File: src/inc/acf_pkg.sv
// Constants, register map and carrier types of the alert and clamp status flags block
package acf_pkg;
   // Register indices; byte address is four times the index
   localparam logic [7:0] IDX_THR_FLAGS  = 8'h16;
   localparam logic [7:0] IDX_CLAMP      = 8'h1A;
   localparam logic [7:0] IDX_SETUP      = 8'h20;
   localparam logic [7:0] IDX_IRQ_STATUS = 8'h30;
   localparam logic [7:0] IDX_IRQ_MASK   = 8'h31;
   localparam logic [7:0] IDX_DET_EN     = 8'h32;

   // Field positions
   localparam int FIRST_CH       = 4;
   localparam int NUM_CH         = 4;
   localparam int FLAG_LOW_OFS   = 1;
   localparam int FLAG_HIGH_OFS  = 0;
   localparam int ALERT_MODE_BIT = 7;
   localparam int IRQ_CLAMP_BIT  = 8;
   localparam int IRQ_W          = 9;
   localparam int CLAMP_W        = 8;

   // Reset values
   localparam logic [7:0]       THR_FLAGS_RST  = 8'h00;
   localparam logic [7:0]       CLAMP_RST      = 8'h00;
   localparam logic [7:0]       SETUP_RST      = 8'h10;
   localparam logic [IRQ_W-1:0] IRQ_STATUS_RST = 9'h000;
   localparam logic [IRQ_W-1:0] IRQ_MASK_RST   = 9'h000;
   localparam logic [3:0]       DET_EN_RST     = 4'h0;

   // AXI responses
   localparam logic [1:0] RESP_OKAY   = 2'h0;
   localparam logic [1:0] RESP_SLVERR = 2'h2;

   // One finished conversion with its comparator verdicts
   typedef struct packed {
      logic       valid;
      logic [2:0] channel;
      logic       at_or_below_low;
      logic       at_or_above_high;
      logic       low_hyst_clear;
      logic       high_hyst_clear;
   } acf_conv_t;
endpackage

File: src/acf_status_flags.sv
// Alert flag and clamp flag status registers behind an AXI4-Lite slave
`timescale 1ns/100ps

// Contract
// - Low alert flags of channels 7,6,5,4 sit at bits 7,5,3,1.
// - High alert flags of channels 7,6,5,4 sit at bits 6,4,2,0.
// - Result at or below lower threshold sets the channel's low flag.
// - Result at or above upper threshold sets the channel's high flag.
// - Flags change only while detection is enabled for that channel; a read of the alert register clears them regardless.
// - Reading the alert register clears its flags.
// - With alert mode one, a result inside hysteresis clears a set flag.
// - Alert register at index 0x16, resets to zero, read-only.
// - Clamp register at index 0x1A, bit x shows clamp of input x.
// - Clamp bit reads one while that input's clamp is active.
// - Clamp bits never latch; they drop when the clamp releases.
// - Alert mode select is bit 7 of setup register at index 0x20.
module acf_status_flags
   import acf_pkg::*;
#(
   parameter int ADDR_W = 12
) (
   // Clock and reset
   input  wire logic              clock,
   input  wire logic              rst,
   // Conversion verdicts from the threshold comparators
   input  wire acf_conv_t         conv,
   // Raw clamp indicators from the analog inputs
   input  wire logic [CLAMP_W-1:0] clamp_raw,
   // AXI4-Lite write address and data
   input  wire logic [ADDR_W-1:0] s_axi_awaddr,
   input  wire logic              s_axi_awvalid,
   output logic                   s_axi_awready,
   input  wire logic [31:0]       s_axi_wdata,
   input  wire logic [3:0]        s_axi_wstrb,
   input  wire logic              s_axi_wvalid,
   output logic                   s_axi_wready,
   // AXI4-Lite write response
   output logic [1:0]             s_axi_bresp,
   output logic                   s_axi_bvalid,
   input  wire logic              s_axi_bready,
   // AXI4-Lite read
   input  wire logic [ADDR_W-1:0] s_axi_araddr,
   input  wire logic              s_axi_arvalid,
   output logic                   s_axi_arready,
   output logic [31:0]            s_axi_rdata,
   output logic [1:0]             s_axi_rresp,
   output logic                   s_axi_rvalid,
   input  wire logic              s_axi_rready,
   // Interrupt
   output logic                   irq
);

   // Elaboration check on the address width
   if (ADDR_W < 10) begin : g_bad_addr
      $error("ADDR_W must be at least 10");
   end

   logic [7:0]         thr_flags;
   logic [7:0]         next_thr_flags;
   logic [7:0]         alert_set;
   logic [7:0]         setup;
   logic [7:0]         next_setup;
   logic [3:0]         det_en;
   logic [3:0]         next_det_en;
   logic [IRQ_W-1:0]   irq_status;
   logic [IRQ_W-1:0]   next_irq_status;
   logic [IRQ_W-1:0]   irq_mask;
   logic [IRQ_W-1:0]   next_irq_mask;
   logic               next_irq;
   logic [CLAMP_W-1:0] clamp_meta;
   logic [CLAMP_W-1:0] clamp_sync;
   logic [CLAMP_W-1:0] clamp_prev;
   logic [ADDR_W-1:0]  wr_addr;
   logic [ADDR_W-1:0]  next_wr_addr;
   logic [31:0]        wr_data;
   logic [31:0]        next_wr_data;
   logic [3:0]         wr_strb;
   logic [3:0]         next_wr_strb;
   logic               next_awready;
   logic               next_wready;
   logic               next_bvalid;
   logic [1:0]         next_bresp;
   logic               next_arready;
   logic               next_rvalid;
   logic [31:0]        next_rdata;
   logic [1:0]         next_rresp;
   logic               do_write;
   logic               rd_take;
   logic               rd_clear;
   logic [31:0]        wr_bits;
   logic [ADDR_W-1:0]  wr_word;
   logic [ADDR_W-1:0]  rd_word;

   // Word index of each address
   assign wr_word = wr_addr >> 2;
   assign rd_word = s_axi_araddr >> 2;

   // Write lanes expanded to a bit mask
   assign wr_bits = wr_data & {{8{wr_strb[3]}}, {8{wr_strb[2]}}, {8{wr_strb[1]}}, {8{wr_strb[0]}}};

   // Write path: address and data are taken in either order, then one response
   always_comb begin
      next_awready = s_axi_awready;
      next_wready  = s_axi_wready;
      next_wr_addr = wr_addr;
      next_wr_data = wr_data;
      next_wr_strb = wr_strb;
      next_bvalid  = s_axi_bvalid;
      next_bresp   = s_axi_bresp;
      do_write     = !s_axi_awready && !s_axi_wready && !s_axi_bvalid;
      if (s_axi_awready && s_axi_awvalid) begin
         next_awready = 1'b0;
         next_wr_addr = s_axi_awaddr;
      end
      if (s_axi_wready && s_axi_wvalid) begin
         next_wready  = 1'b0;
         next_wr_data = s_axi_wdata;
         next_wr_strb = s_axi_wstrb;
      end
      if (do_write) begin
         next_bvalid = 1'b1;
         case (wr_word)
            ADDR_W'(IDX_THR_FLAGS),
            ADDR_W'(IDX_CLAMP),
            ADDR_W'(IDX_SETUP),
            ADDR_W'(IDX_IRQ_STATUS),
            ADDR_W'(IDX_IRQ_MASK),
            ADDR_W'(IDX_DET_EN): next_bresp = RESP_OKAY;
            default:             next_bresp = RESP_SLVERR;
         endcase
      end
      if (s_axi_bvalid && s_axi_bready) begin
         next_bvalid  = 1'b0;
         next_awready = 1'b1;
         next_wready  = 1'b1;
      end
   end

   always_ff @(posedge clock) begin
      if (rst) begin
         s_axi_awready <= 1'b1;
         s_axi_wready  <= 1'b1;
         s_axi_bvalid  <= 1'b0;
         s_axi_bresp   <= RESP_OKAY;
         wr_addr       <= '0;
         wr_data       <= 32'h00000000;
         wr_strb       <= 4'h0;
      end else begin
         s_axi_awready <= next_awready;
         s_axi_wready  <= next_wready;
         s_axi_bvalid  <= next_bvalid;
         s_axi_bresp   <= next_bresp;
         wr_addr       <= next_wr_addr;
         wr_data       <= next_wr_data;
         wr_strb       <= next_wr_strb;
      end
   end

   // Read path: one outstanding read, data registered one cycle after the address
   always_comb begin
      rd_take      = s_axi_arready && s_axi_arvalid;
      rd_clear     = 1'b0;
      next_arready = s_axi_arready;
      next_rvalid  = s_axi_rvalid;
      next_rdata   = s_axi_rdata;
      next_rresp   = s_axi_rresp;
      if (rd_take) begin
         next_arready = 1'b0;
         next_rvalid  = 1'b1;
         next_rresp   = RESP_OKAY;
         case (rd_word)
            ADDR_W'(IDX_THR_FLAGS): begin
               next_rdata = {24'h000000, thr_flags};
               rd_clear   = 1'b1;
            end
            ADDR_W'(IDX_CLAMP):      next_rdata = {24'h000000, clamp_sync};
            ADDR_W'(IDX_SETUP):      next_rdata = {24'h000000, setup};
            ADDR_W'(IDX_IRQ_STATUS): next_rdata = {23'h000000, irq_status};
            ADDR_W'(IDX_IRQ_MASK):   next_rdata = {23'h000000, irq_mask};
            ADDR_W'(IDX_DET_EN):     next_rdata = {28'h0000000, det_en};
            default: begin
               next_rdata = 32'h00000000;
               next_rresp = RESP_SLVERR;
            end
         endcase
      end
      if (s_axi_rvalid && s_axi_rready) begin
         next_rvalid  = 1'b0;
         next_arready = 1'b1;
      end
   end

   always_ff @(posedge clock) begin
      if (rst) begin
         s_axi_arready <= 1'b1;
         s_axi_rvalid  <= 1'b0;
         s_axi_rdata   <= 32'h00000000;
         s_axi_rresp   <= RESP_OKAY;
      end else begin
         s_axi_arready <= next_arready;
         s_axi_rvalid  <= next_rvalid;
         s_axi_rdata   <= next_rdata;
         s_axi_rresp   <= next_rresp;
      end
   end

   // Software registers; alert and clamp registers ignore writes
   always_comb begin
      next_setup    = setup;
      next_det_en   = det_en;
      next_irq_mask = irq_mask;
      if (do_write) begin
         case (wr_word)
            ADDR_W'(IDX_SETUP):    next_setup    = (setup & ~{8{wr_strb[0]}}) | wr_bits[7:0];
            ADDR_W'(IDX_DET_EN):   next_det_en   = (det_en & ~{4{wr_strb[0]}}) | wr_bits[3:0];
            ADDR_W'(IDX_IRQ_MASK): next_irq_mask = irq_mask ^ ((irq_mask ^ wr_data[IRQ_W-1:0])
                                                   & {wr_strb[1], {8{wr_strb[0]}}});
            default:               next_setup    = setup;
         endcase
      end
   end

   always_ff @(posedge clock) begin
      if (rst) begin
         setup    <= SETUP_RST;
         det_en   <= DET_EN_RST;
         irq_mask <= IRQ_MASK_RST;
      end else begin
         setup    <= next_setup;
         det_en   <= next_det_en;
         irq_mask <= next_irq_mask;
      end
   end

   // Alert flags: read clear, then hysteresis clear, then new alerts win
   always_comb begin
      next_thr_flags = thr_flags;
      alert_set      = 8'h00;
      if (rd_clear) begin
         next_thr_flags = 8'h00;
      end
      for (int j = 0; j < NUM_CH; j++) begin
         if (conv.valid && conv.channel == 3'(FIRST_CH + j) && det_en[j]) begin
            if (setup[ALERT_MODE_BIT] && conv.low_hyst_clear) begin
               next_thr_flags[2*j+FLAG_LOW_OFS] = 1'b0;
            end
            if (setup[ALERT_MODE_BIT] && conv.high_hyst_clear) begin
               next_thr_flags[2*j+FLAG_HIGH_OFS] = 1'b0;
            end
            if (conv.at_or_below_low) begin
               next_thr_flags[2*j+FLAG_LOW_OFS] = 1'b1;
               alert_set[2*j+FLAG_LOW_OFS]      = 1'b1;
            end
            if (conv.at_or_above_high) begin
               next_thr_flags[2*j+FLAG_HIGH_OFS] = 1'b1;
               alert_set[2*j+FLAG_HIGH_OFS]      = 1'b1;
            end
         end
      end
   end

   always_ff @(posedge clock) begin
      if (rst) begin
         thr_flags <= THR_FLAGS_RST;
      end else begin
         thr_flags <= next_thr_flags;
      end
   end

   // Clamp inputs pass two flops; the second one is the live status
   always_ff @(posedge clock) begin
      if (rst) begin
         clamp_meta <= CLAMP_RST;
         clamp_sync <= CLAMP_RST;
         clamp_prev <= CLAMP_RST;
      end else begin
         clamp_meta <= clamp_raw;
         clamp_sync <= clamp_meta;
         clamp_prev <= clamp_sync;
      end
   end

   // Interrupt status: write one to clear, a same-cycle event wins
   always_comb begin
      next_irq_status = irq_status;
      if (do_write && wr_word == ADDR_W'(IDX_IRQ_STATUS)) begin
         next_irq_status = irq_status & ~(wr_data[IRQ_W-1:0] & {wr_strb[1], {8{wr_strb[0]}}});
      end
      next_irq_status[7:0] = next_irq_status[7:0] | alert_set;
      if (|(clamp_sync & ~clamp_prev)) begin
         next_irq_status[IRQ_CLAMP_BIT] = 1'b1;
      end
      next_irq = |(next_irq_status & next_irq_mask);
   end

   always_ff @(posedge clock) begin
      if (rst) begin
         irq_status <= IRQ_STATUS_RST;
         irq        <= 1'b0;
      end else begin
         irq_status <= next_irq_status;
         irq        <= next_irq;
      end
   end

endmodule

File: config.mk
export PLATFORM = sky130hd
export DESIGN_NAME = acf_status_flags
export DESIGN_NICKNAME = d
export VERILOG_FILES = /design/src/inc/acf_pkg.sv /design/src/acf_status_flags.sv
export SDC_FILE = /design/constraint.sdc
export NUM_CORES = 1
export LEC_CHECK = 0
export BUFFER_PORTS_ARGS = -buffer_cell sky130_fd_sc_hd__buf_2
export CORE_AREA = 2 2 101 103
export CTS_CLUSTER_SIZE = 10
export DETAILED_ROUTE_END_ITERATION = 10
export DIE_AREA = 0 0 103 105
export GPL_TIMING_DRIVEN = 1
export MAX_ROUTING_LAYER = met4
export PLACE_DENSITY = 0.78
export RECOVER_POWER = 25
export SLEW_MARGIN = 20
export SYNTH_ARGS = -nofsm -noshare
export SYNTH_HDL_FRONTEND = slang
export SYNTH_SLANG_ARGS = --single-unit
export TNS_END_PERCENT = 30
File: constraint.sdc
create_clock -name clock -period 2.2 [get_ports clock]
set_clock_uncertainty 0.05 [all_clocks]
set_input_delay 0.55 -clock clock [delete_from_list [all_inputs] [get_ports clock]]
set_output_delay 0.55 -clock clock [all_outputs]
set_load 0.02 [all_outputs]
==> results.txt, run 1 <==
----------------------------------------------------
[Finish]
  Core utilization of the finished layout ... 51.2%
  Number of filler instances in the final layout ... 935
  Number of non-filler instances in the completed layout ... 704
  Layout Cell Area excl Fill ... 0.00494 mm²
  Antenna fix cells ... 0
  Layout net count ... 649
  Share of cells above drive strength 1 ... 19.6%
  Commonest non-fill, non-tap cells in the layout ... sky130_fd_sc_hd__dfxtp_1, sky130_fd_sc_hd__buf_2, sky130_fd_sc_hd__nor2_1
  Most common library cell in the layout ignoring fill and taps ... sky130_fd_sc_hd__dfxtp_1
  Layout overhead on the synthesized area ... 16.0%

[Placed design]
  Number of buffers added on ports ... 70
  Gpl congestion ... 0.849
  HPWL reported at the end of detailed placement ... 7630 µm
  Placed instance area ... 0.00473 mm²
  Post-Place Cells ... 688

[Min path]
  Type of the most critical hold path ... in2reg
  Critical hold path startpoint ... clamp_raw[1]
  Min-Delay Path Depth ... 2
  End of the worst hold path ... clamp_meta[1]

[Synthesis]
  Post-synthesis instance total ... 492
  Post-Syn Area per Cell ... 8.65 µm²
  Top cell type's share of synthesized area ... 47.0%
  Number of warnings issued by yosys ... 0
  Cell accounting for the most synthesized area ... sky130_fd_sc_hd__dfxtp_1
  Post-synthesis cell area ... 0.00426 mm²
  Seq cells post-synth ... 100
  Main area contributors after synthesis ... sky130_fd_sc_hd__dfxtp_1, sky130_fd_sc_hd__a21oi_1, sky130_fd_sc_hd__mux2i_1
  Sequential area share after synthesis ... 47.0%
  Distinct cell type count after synthesis ... 52

[Clock tree]
  Clock-pin slew reported for the worst setup and hold paths after clock tree synthesis ... 0.10 ns
  Cell chosen for the clock root ... sky130_fd_sc_hd__clkbuf_8
  Number of clock sinks ... 100
  CTS buffer count ... 9
  Deepest clock path buffer count ... 2
  Deepest level of the CTS H-tree ... 3
  Number of hold buffers added after CTS ... 0
  Resized cells post-CTS ... 0
  Setup Buffers After CTS ... 0
  TritonCTS clock tree ... done
  Clock latency at the later pin of the worst-skew pair ... 0.36 ns

[Setup path]
  Capturing element type of the critical path ... register
  Buf+Inv Stages, Crit Path ... 1
  Crit path DAT ... 2.25 ns
  Cell family with most CP delay ... simple AND/OR/NAND/NOR gates
  WS Path Type ... reg2reg
  R2R Setup Slk ... 0.15 ns
  Worst r2r path cells ... 6
  Reg2Reg Launch Point ... wr_addr[3]
  CP startpoint kind ... register
  Crit path max-delay cell type ... sky130_fd_sc_hd__and4bb_2
  Required arrival time at the worst endpoint ... 2.40 ns
  Delay contributed by the slowest stage of the critical path ... 0.55 ns
  Maximum fanout encountered on the critical timing path ... 9
  Count of cell instances traversed by the critical path ... 6
  Ordered list of cells on the worst path ... nor4_4 > buf_4 > nand4_1 > and4bb_2 > nor2b_1 > a211o_1

[STA]
  Final period util ... 93.1%
  Final number of max-transition violations ... 0
  Hold Fails Final Rpt ... 0
  Setup repair after global routing missed its margin ... false
  Setup TNS after final layout ... 0 ns
  Final critical-path required period ... 2.05 ns
  Count of endpoints failing setup in the final report ... 0
  Transition time of the tightest slew-check pin ... 1.31 ns
  Worst max-slew margin expressed relative to the limit ... 12.8%
  Max Clock Freq ... 488 MHz

[Status]
  Status ... completed

[Floorplanning]
  DIE WIDTH ... 103 µm
  Count of standard-cell rows ... 36
  Die Outline Area ... 0.0108 mm²
  Core area ... 0.00964 mm²
  Height of the die ... 105 µm
  Initial core utilization ... 44.2%
  IO Pins ... 125

[GRT]
  Total routing resource utilization after global routing ... 19.8%
  Number of antenna violations at the first check in global routing ... 0
  Grt total ovfl ... 0
  Via count of the first global-routing pass ... 3442
  Wire length of the first global-routing pass ... 16400 µm
  Largest net degree at the start of global routing ... 40

[Detailed routing]
  Detail Route Antenna Nets ... 0
  Drt first-iter violations ... 287
  Wire length per cell ... 14.1 µm
  Avg Vias per Cell ... 5.17
  Vias ... 3641
  Total detailed-routing wirelength ... 9940 µm
  Residual DRC ... 0
  Detailed-routing iteration count for the pre-antenna-repair pass ... 5

[Pwr]
  PwrDens ... 699 mW/mm²
  Leakage Power ... 2.00 nW
  Post-layout power ... 3.45 mW
  Peak VDD IR ... 0.000396 V

[Run]
  Max-cap violations ... 0

----------------------------------------------------
through the flow:
step | hold slack, ns | worst slack [ns]
6_report | 0.341 | 0.152
5_1_grt | 0.326 | 0.00690
4_1_cts | 0.333 | 0.144
3_5_place_dp | 0.375 | 0.000445
3_3_place_gp | 0.368 | 0.0266
2_1_floorplan | 0.364 | 0.181
how the worst max path moves through the flow:
stage                     slack (ns)            to       startpoint
after global placement          0.03  thr_flags[5]  s_axi_araddr[2]
final                           0.15      register       wr_addr[3]
after global routing           0.007      register       wr_addr[4]
after CTS                       0.14      register       wr_addr[3]
after floorplan                 0.18  thr_flags[0]  s_axi_araddr[2]
after detailed placement      0.0004  thr_flags[5]  s_axi_araddr[2]
power breakdown:
group	internal (mW)	switching, mW
sequential	1.87	0.0423
clock	0.566	0.639
combinational	0.126	0.213
total	2.56	0.894
logic make-up (layout without fill, tap and decap cells):
kind of cell	after synthesis	in the layout	synth area share, %
xor gates and xnor gates	1	1	0.206
and+or+nand+nor	188	188	22.2
DFF	100	100	47.0
buffers and inverters	66	121	8.20
muxes	26	26	6.14
AOI/OAI and AO/OA	110	110	16.1
other	1	25	0.0881
area by class of cell:
cell class / instances / area [µm²] / area share, %
Inverter: 19 / 71.3 / 1.44
Timing Repair Buffer: 86 / 494 / 10.0
Clock inverter: 6 / 72.6 / 1.47
Sequential cell: 100 / 2000 / 40.5
Tap cell: 133 / 166 / 3.37
Multi-Input combinational cell: 350 / 2000 / 40.4
Clock buffer: 10 / 138 / 2.79
metal layers:
metal	up-vias	GRT usage [%]	share of wire [%]
met5	-	-	0
met4	0	5.36	1.3
met3	14	3.81	6.6
met2	139	31.9	48
met1	1690	25.3	44
li1	1798	-	-
synth_stat cells (all sizes together):
cell type / number
a2111oi: 4
a211o: 1
a211oi: 1
a21o: 1
a21oi: 51
a221o: 1
a221oi: 1
a22o: 8
a22oi: 12
a32oi: 2
a41oi: 1
and2: 3
and3: 3
and4: 1
and4bb: 2
buf: 28
clkbuf: 19
conb: 1
dfxtp: 100
inv: 19
mux2: 1
mux2i: 25
nand2: 56
nand2b: 2
nand3: 10
nand4: 6
nand4b: 1
nor2: 65
nor2b: 22
nor3: 9
nor3b: 1
nor4: 3
nor4b: 3
o211ai: 2
o21a: 1
o21ai: 16
o22a: 1
o22ai: 4
o311ai: 3
or4b: 1
xor2: 1
worst reg2reg max path, delay by kind of cell, from the launching register on:
kind	cells	cell delay (ns)
compound gates	1	0.26
buf+inv	1	0.19
flops	1	0.36
simple gates	4	1.08
Power figures use the tool's default switching activity.
==> run 2: changes to the inputs <==
--- a/config.mk
+++ b/config.mk
@@ -5,14 +5,15 @@
 export SDC_FILE = /design/constraint.sdc
 export NUM_CORES = 1
 export LEC_CHECK = 0
+export ABC_AREA = 1
 export BUFFER_PORTS_ARGS = -buffer_cell sky130_fd_sc_hd__buf_2
-export CORE_AREA = 2 2 101 103
+export CORE_AREA = 2 2 102 104
 export CTS_CLUSTER_SIZE = 10
 export DETAILED_ROUTE_END_ITERATION = 10
-export DIE_AREA = 0 0 103 105
+export DIE_AREA = 0 0 104 106
 export GPL_TIMING_DRIVEN = 1
 export MAX_ROUTING_LAYER = met4
-export PLACE_DENSITY = 0.78
+export PLACE_DENSITY = 0.79
 export RECOVER_POWER = 25
 export SLEW_MARGIN = 20
 export SYNTH_ARGS = -nofsm -noshare
==> run 2 against run 1 <==
Compared with the run above:
- critical path type unchanged
- clock-buffer cell count is the same
- critical path depth up 7
- clock power rose by 15%
- highest routed layer unchanged
- first-iteration DRC count shrank 7.3%
==> results.txt, run 2 <==
----------------------------------------------------
[Finish]
  Commonest non-fill, non-tap cells in the layout ... sky130_fd_sc_hd__dfxtp_1, sky130_fd_sc_hd__nand2_1, sky130_fd_sc_hd__inv_1
  Core utilization of the finished layout ... 50.2%
  Share of cells above drive strength 1 ... 18.5%
  Number of non-filler instances in the completed layout ... 801
  Layout net count ... 743
  Antenna fix cells ... 0
  Layout overhead on the synthesized area ... 14.5%
  Most common library cell in the layout ignoring fill and taps ... sky130_fd_sc_hd__dfxtp_1

[Synthesis]
  Number of warnings issued by yosys ... 0
  Primary FF master, synth ... sky130_fd_sc_hd__dfxtp_1
  Synthesized-area fraction occupied by ao, oa, aoi and oai cells ... 17.6%
  Post-Syn Area per Cell ... 7.43 µm²
  Post-synthesis cell area ... 0.00439 mm²
  Post-Synth Adder-Cell Area ... 0%
  Main area contributors after synthesis ... sky130_fd_sc_hd__dfxtp_1, sky130_fd_sc_hd__nand2_1, sky130_fd_sc_hd__a21oi_1
  Post-Synth Simple-Gate Area ... 23.3%
  Largest family of logic cells by synthesized area ... simple AND/OR/NAND/NOR gates
  Post-synthesis instance total ... 590
  Cell accounting for the most synthesized area ... sky130_fd_sc_hd__dfxtp_1
  Sequential area share after synthesis ... 45.6%
  EDFF count, synth ... 0
  Most frequent cell after synthesis ... sky130_fd_sc_hd__dfxtp_1
  Parity-gate share of the synthesized area counting xor and xnor cells ... 0%
  Share of cell area taken by muxes after synthesis ... 0%
  Post-synth ARST share ... 0%
  Seq cells post-synth ... 100
  Distinct cell type count after synthesis ... 38
  Most instantiated cells after synthesis ... sky130_fd_sc_hd__dfxtp_1, sky130_fd_sc_hd__nand2_1, sky130_fd_sc_hd__inv_1, sky130_fd_sc_hd__nor2_1, sky130_fd_sc_hd__a21oi_1
  Top cell type's share of synthesized area ... 45.6%

[STA]
  Setup repair after global routing missed its margin ... false
  Max Clock Freq ... 530 MHz
  Final number of max-transition violations ... 0
  Hold Fails Final Rpt ... 0
  Final period util ... 85.8%
  Final critical-path required period ... 1.89 ns
  Count of endpoints failing setup in the final report ... 0
  Setup TNS after final layout ... 0 ns
  Transition time of the tightest slew-check pin ... 1.13 ns
  Worst max-slew margin expressed relative to the limit ... 24.9%

[Setup path]
  Capturing element type of the critical path ... register
  Reg2Reg Launch Point ... wr_addr[2]
  WS Path Type ... reg2reg
  Worst r2r path cells ... 13
  CP startpoint kind ... register
  R2R Setup Slk ... 0.31 ns
  Worst flop-to-flop path endpoint ... irq
  Required arrival time at the worst endpoint ... 2.43 ns
  Crit path DAT ... 2.12 ns
  Maximum fanout encountered on the critical timing path ... 11

[Status]
  Status ... completed

[Run]
  Max-cap violations ... 0

[Detailed routing]
  Detailed-routing iteration count for the pre-antenna-repair pass ... 5
  Avg Vias per Cell ... 4.98
  Total detailed-routing wirelength ... 10300 µm
  Wire length per cell ... 12.8 µm
  Drt first-iter violations ... 266
  Residual DRC ... 0
  Vias ... 3989
  Detail Route Antenna Nets ... 0

[Pwr]
  Peak VDD IR ... 0.000262 V
  Leakage Power ... 2.19 nW
  PwrDens ... 728 mW/mm²

[Min path]
  End of the worst hold path ... clamp_meta[0]
  Min-Delay Path Depth ... 3
  Critical hold path startpoint ... clamp_raw[0]
  Type of the most critical hold path ... in2reg

[Placed design]
  HPWL reported at the end of detailed placement ... 7710 µm
  Gpl congestion ... 0.910
  Number of buffers added on ports ... 70
  Post-Place Cells ... 785

[GRT]
  Grt total ovfl ... 0
  Largest net degree at the start of global routing ... 59
  Wire length of the first global-routing pass ... 17100 µm
  Number of antenna violations at the first check in global routing ... 0
  Via count of the first global-routing pass ... 3795
  Total routing resource utilization after global routing ... 19.7%

[Floorplanning]
  Initial core utilization ... 43.9%
  Core area ... 0.0100 mm²
  IO Pins ... 125
  Height of the die ... 106 µm
  Count of standard-cell rows ... 37
  Die Outline Area ... 0.0110 mm²
  DIE WIDTH ... 104 µm

[Clock tree]
  Number of hold buffers added after CTS ... 0
  Number of clock sinks ... 100
  Clock-pin slew reported for the worst setup and hold paths after clock tree synthesis ... 0.09 ns
  Clock latency at the later pin of the worst-skew pair ... 0.38 ns
  Cell chosen for the clock root ... sky130_fd_sc_hd__clkbuf_8
  Setup Buffers After CTS ... 0
  Deepest level of the CTS H-tree ... 3
  CTS buffer count ... 9
  Resized cells post-CTS ... 0
  Deepest clock path buffer count ... 2
  TritonCTS clock tree ... done

----------------------------------------------------
## run 2: cell types whose count changed after synthesis, moves of 13 or more
cell | previous run | this run
sky130_fd_sc_hd__inv_1 | 19 | 78
sky130_fd_sc_hd__nand2_1 | 56 | 93
sky130_fd_sc_hd__mux2i_1 | 25 | 0
sky130_fd_sc_hd__o21ai_0 | 15 | 39
sky130_fd_sc_hd__nor2b_1 | 21 | 0
sky130_fd_sc_hd__nand3_1 | 10 | 26
sky130_fd_sc_hd__o211ai_1 | 2 | 15
## run 2: logic make-up after synthesis
family | Yosys count
buffers and inverters | 128
AND/OR/NAND/NOR | 223
other | 1
flip-flops | 100
AO/OA/AOI/OAI | 138
## run 2: through the flow
stage	setup WS, ns	cell area [µm²]	hold slack (ns)	total power, mW
CTS	0.339	5040	0.311	3.67
global placement	0.215	4800	0.342	2.30
global route	0.150	5020	0.329	3.79
floorplan	0.509	4480	0.338	2.22
detailed placement	0.113	4800	0.346	2.31
finish	0.312	5020	0.320	3.66
## run 2: where the power goes
part,switching (mW),internal (mW),total (mW)
combinational,0.238,0.113,0.350
clock,0.630,0.757,1.39
sequential,0.0437,1.88,1.92
## run 2: routing by layer
metal,routed length [µm],GRT usage [%]
met1,4300,22.8
met2,5020,33.2
met3,612,2.51
met4,346,11.3
met5,0,-
## run 2: how the worst max path moves through the flow
stage                                start              to
final                           wr_addr[2]             irq
after global routing            wr_addr[2]             irq
after CTS                       wr_addr[2]             irq
after detailed placement   s_axi_araddr[4]  s_axi_rdata[7]
after global placement     s_axi_araddr[5]  s_axi_rdata[7]
after floorplan           s_axi_araddr[11]    thr_flags[0]
## run 2: area by class of cell
type                            count  area (µm²)
Fill cell                         965        4980
Sequential cell                   100        2000
Tap cell                          136         170
Inverter                           85         319
Timing Repair Buffer               78         404
Clock buffer                       10         128
Multi-Input combinational cell    386        1890
Clock inverter                      6         113
## run 2: critical path: stages, from the launching register on
cell and delay [ns]:
sky130_fd_sc_hd__dfxtp_1 0.34, sky130_fd_sc_hd__inv_1 0.07, sky130_fd_sc_hd__nor2_1 0.12, sky130_fd_sc_hd__nand3_2 0.13
sky130_fd_sc_hd__nor2_8 0.18, sky130_fd_sc_hd__nand2_2 0.23, sky130_fd_sc_hd__nand2_2 0.13, sky130_fd_sc_hd__nand2_1 0.06
sky130_fd_sc_hd__nand2_1 0.07, sky130_fd_sc_hd__nand2_1 0.05, sky130_fd_sc_hd__nor2_1 0.13, sky130_fd_sc_hd__nand3_1 0.10
sky130_fd_sc_hd__nand2_1 0.07, sky130_fd_sc_hd__inv_1 0.05
==> run 3: changes to the inputs <==
--- a/config.mk
+++ b/config.mk
@@ -7,13 +7,13 @@
 export LEC_CHECK = 0
 export ABC_AREA = 1
 export BUFFER_PORTS_ARGS = -buffer_cell sky130_fd_sc_hd__buf_2
-export CORE_AREA = 2 2 102 104
+export CORE_AREA = 2 2 98 100
 export CTS_CLUSTER_SIZE = 10
 export DETAILED_ROUTE_END_ITERATION = 10
-export DIE_AREA = 0 0 104 106
+export DIE_AREA = 0 0 100 102
 export GPL_TIMING_DRIVEN = 1
 export MAX_ROUTING_LAYER = met4
-export PLACE_DENSITY = 0.79
+export PLACE_DENSITY = 0.84
 export RECOVER_POWER = 25
 export SLEW_MARGIN = 20
 export SYNTH_ARGS = -nofsm -noshare
==> run 3 against run 2 <==
Compared with the run above:
- combinational power about the same
- clock-buffer cell count did not move
- critical path depth stayed put
- utilization increased by 5.1 points
- fmax up 1.7%
- hold slack better by 0.0040 ns
- die area down 7.5%
- via count shrank 0.10%
- clock power barely moved
- sequential share of layout area fell by 0.14 points
- first-iteration DRC count grew 1.1%
- highest routed layer unchanged
==> results.txt, run 3 (same netlist as run 2, synthesis figures left out) <==
----------------------------------------------------
[Finish]
  Commonest non-fill, non-tap cells in the layout ... sky130_fd_sc_hd__dfxtp_1, sky130_fd_sc_hd__nand2_1, sky130_fd_sc_hd__inv_1
  Number of non-filler instances in the completed layout ... 781
  Layout net count ... 748
  Most common library cell in the layout ignoring fill and taps ... sky130_fd_sc_hd__dfxtp_1
  Share of cells above drive strength 1 ... 19.3%
  Number of filler instances in the final layout ... 797
  Antenna fix cells ... 0
  Layout overhead on the synthesized area ... 14.9%
  Core utilization of the finished layout ... 55.3%

[Clock tree]
  Deepest level of the CTS H-tree ... 3
  Cell chosen for the clock root ... sky130_fd_sc_hd__clkbuf_8
  Setup Buffers After CTS ... 0
  TritonCTS clock tree ... done
  Number of hold buffers added after CTS ... 0
  CTS buffer count ... 9
  Deepest clock path buffer count ... 2
  Clock latency at the later pin of the worst-skew pair ... 0.36 ns
  Clock-pin slew reported for the worst setup and hold paths after clock tree synthesis ... 0.10 ns
  Resized cells post-CTS ... 0
  Number of clock sinks ... 100

[Pwr]
  Sequential Power Share ... 52.1%
  Peak VDD IR ... 0.000321 V
  Clock network fraction of design power ... 38.4%
  Switching power share of the total ... 24.7%
  PwrDens ... 731 mW/mm²
  Leakage Power ... 2.21 nW
  Internal power of the cells ... 2.78 mW
  Part of the total power dissipated in combinational logic ... 9.5%
  Net load switching power ... 0.910 mW

[GRT]
  Via count of the first global-routing pass ... 3878
  Total routing resource utilization after global routing ... 21.4%
  Number of antenna violations at the first check in global routing ... 0
  Grt total ovfl ... 0
  Largest net degree at the start of global routing ... 59
  Wire length of the first global-routing pass ... 17100 µm

[Detailed routing]
  Routed met1 length ... 4530 µm
  Routed wire length on met2 ... 4910 µm
  Residual DRC ... 0
  Total detailed-routing wirelength ... 10300 µm
  Detail Route Antenna Nets ... 0
  Drt first-iter violations ... 269
  Avg Vias per Cell ... 5.10
  Detailed-routing iteration count for the pre-antenna-repair pass ... 5
  Wire length per cell ... 13.1 µm
  Top sig layer ... met4
  Routed length on met3 ... 454 µm
  Vias ... 3985

[STA]
  Count of endpoints failing setup in the final report ... 0
  Hold Fails Final Rpt ... 0
  Final critical-path required period ... 1.86 ns
  Final number of max-transition violations ... 0
  Worst max-slew margin expressed relative to the limit ... 21.8%
  Final period util ... 84.4%
  Transition time of the tightest slew-check pin ... 1.17 ns
  Setup repair after global routing missed its margin ... false
  Setup TNS after final layout ... 0 ns
  Max Clock Freq ... 539 MHz

[Setup path]
  CP startpoint kind ... register
  Crit path DAT ... 2.06 ns
  Maximum fanout encountered on the critical timing path ... 11
  WS Path Type ... reg2reg
  Capturing element type of the critical path ... register
  Required arrival time at the worst endpoint ... 2.41 ns

[Placed design]
  Post-Place Cells ... 765
  Gpl congestion ... 0.939
  HPWL reported at the end of detailed placement ... 7810 µm
  Number of buffers added on ports ... 70

[Floorplanning]
  Core area ... 0.00911 mm²
  Initial core utilization ... 48.1%
  Count of standard-cell rows ... 35
  Die Outline Area ... 0.0102 mm²
  DIE WIDTH ... 100 µm
  Height of the die ... 102 µm
  IO Pins ... 125

[Status]
  Status ... completed

[Min path]
  Type of the most critical hold path ... in2reg

[Run]
  Max-cap violations ... 0

----------------------------------------------------
## run 3: cell types whose count changed in the layout (fill, tap and decap cells not counted)
cell / before / now
sky130_fd_sc_hd__clkinvlp_4: 0 / 1
sky130_fd_sc_hd__clkinv_4: 2 / 1
sky130_fd_sc_hd__buf_4: 6 / 12
sky130_fd_sc_hd__clkbuf_8: 9 / 10
sky130_fd_sc_hd__clkbuf_2: 2 / 1
sky130_fd_sc_hd__clkbuf_1: 2 / 1
## run 3: power by group through the flow
stage                     combinational (mW)  clock [mW]  sequential [mW]
final                                  0.351        1.42             1.92
after floorplan                        0.249           0             1.97
after global routing                   0.398        1.49             1.93
after global placement                 0.342           0             1.96
after detailed placement               0.353           0             1.96
after CTS                              0.355        1.42             1.92
## run 3: layout make-up
class	count	area, µm²	share of cell area (%)
timing repair buffer	83	444	8.82
multi-input combinational	386	1890	37.4
tap	111	139	2.76
clock buffer	10	138	2.73
sequential	100	2000	39.7
clock inverter	6	111	2.21
inverter	85	319	6.33
## run 3: worst paths after layout
check | slack (ns) | depth (start not counted) | end | from
worst max-delay path | 0.34 | 13 | irq | wr_addr[2]
worst min-delay path | 0.32 | 2 | s_axi_wready | s_axi_wvalid
worst max register to register | 0.34 | 13 | irq | wr_addr[2]
worst min register to register | 0.36 | 2 | clamp_sync[6] | clamp_meta[6]
## run 3: per-layer routing
layer | GRT usage [%] | vias to the layer above
met4 | 11.0 | 0
met2 | 36.1 | 135
met5 | - | -
met3 | 2.60 | 29
met1 | 25.3 | 1812
li1 | - | 2009
## run 3: through the flow
stage | power [mW] | hold WS (ns) | setup WS [ns] | area [µm²]
after global placement | 2.30 | 0.342 | 0.210 | 4810
after floorplan | 2.22 | 0.338 | 0.509 | 4480
final | 3.69 | 0.324 | 0.344 | 5040
after global routing | 3.82 | 0.329 | 0.158 | 5040
after CTS | 3.69 | 0.325 | 0.340 | 5050
after detailed placement | 2.31 | 0.346 | 0.140 | 4810
## run 3: critical path, cell delays in order, from the launching register on
cell,delay (ns)
sky130_fd_sc_hd__dfxtp_1,0.35
sky130_fd_sc_hd__inv_1,0.07
sky130_fd_sc_hd__nor2_1,0.11
sky130_fd_sc_hd__nand3_2,0.12
sky130_fd_sc_hd__nor2_8,0.18
sky130_fd_sc_hd__nand2_2,0.22
sky130_fd_sc_hd__nand2_2,0.13
sky130_fd_sc_hd__nand2_1,0.06
sky130_fd_sc_hd__nand2_1,0.06
sky130_fd_sc_hd__nand2_1,0.04
sky130_fd_sc_hd__nor2_1,0.13
sky130_fd_sc_hd__nand3_1,0.11
sky130_fd_sc_hd__nand2_1,0.07
sky130_fd_sc_hd__inv_1,0.04
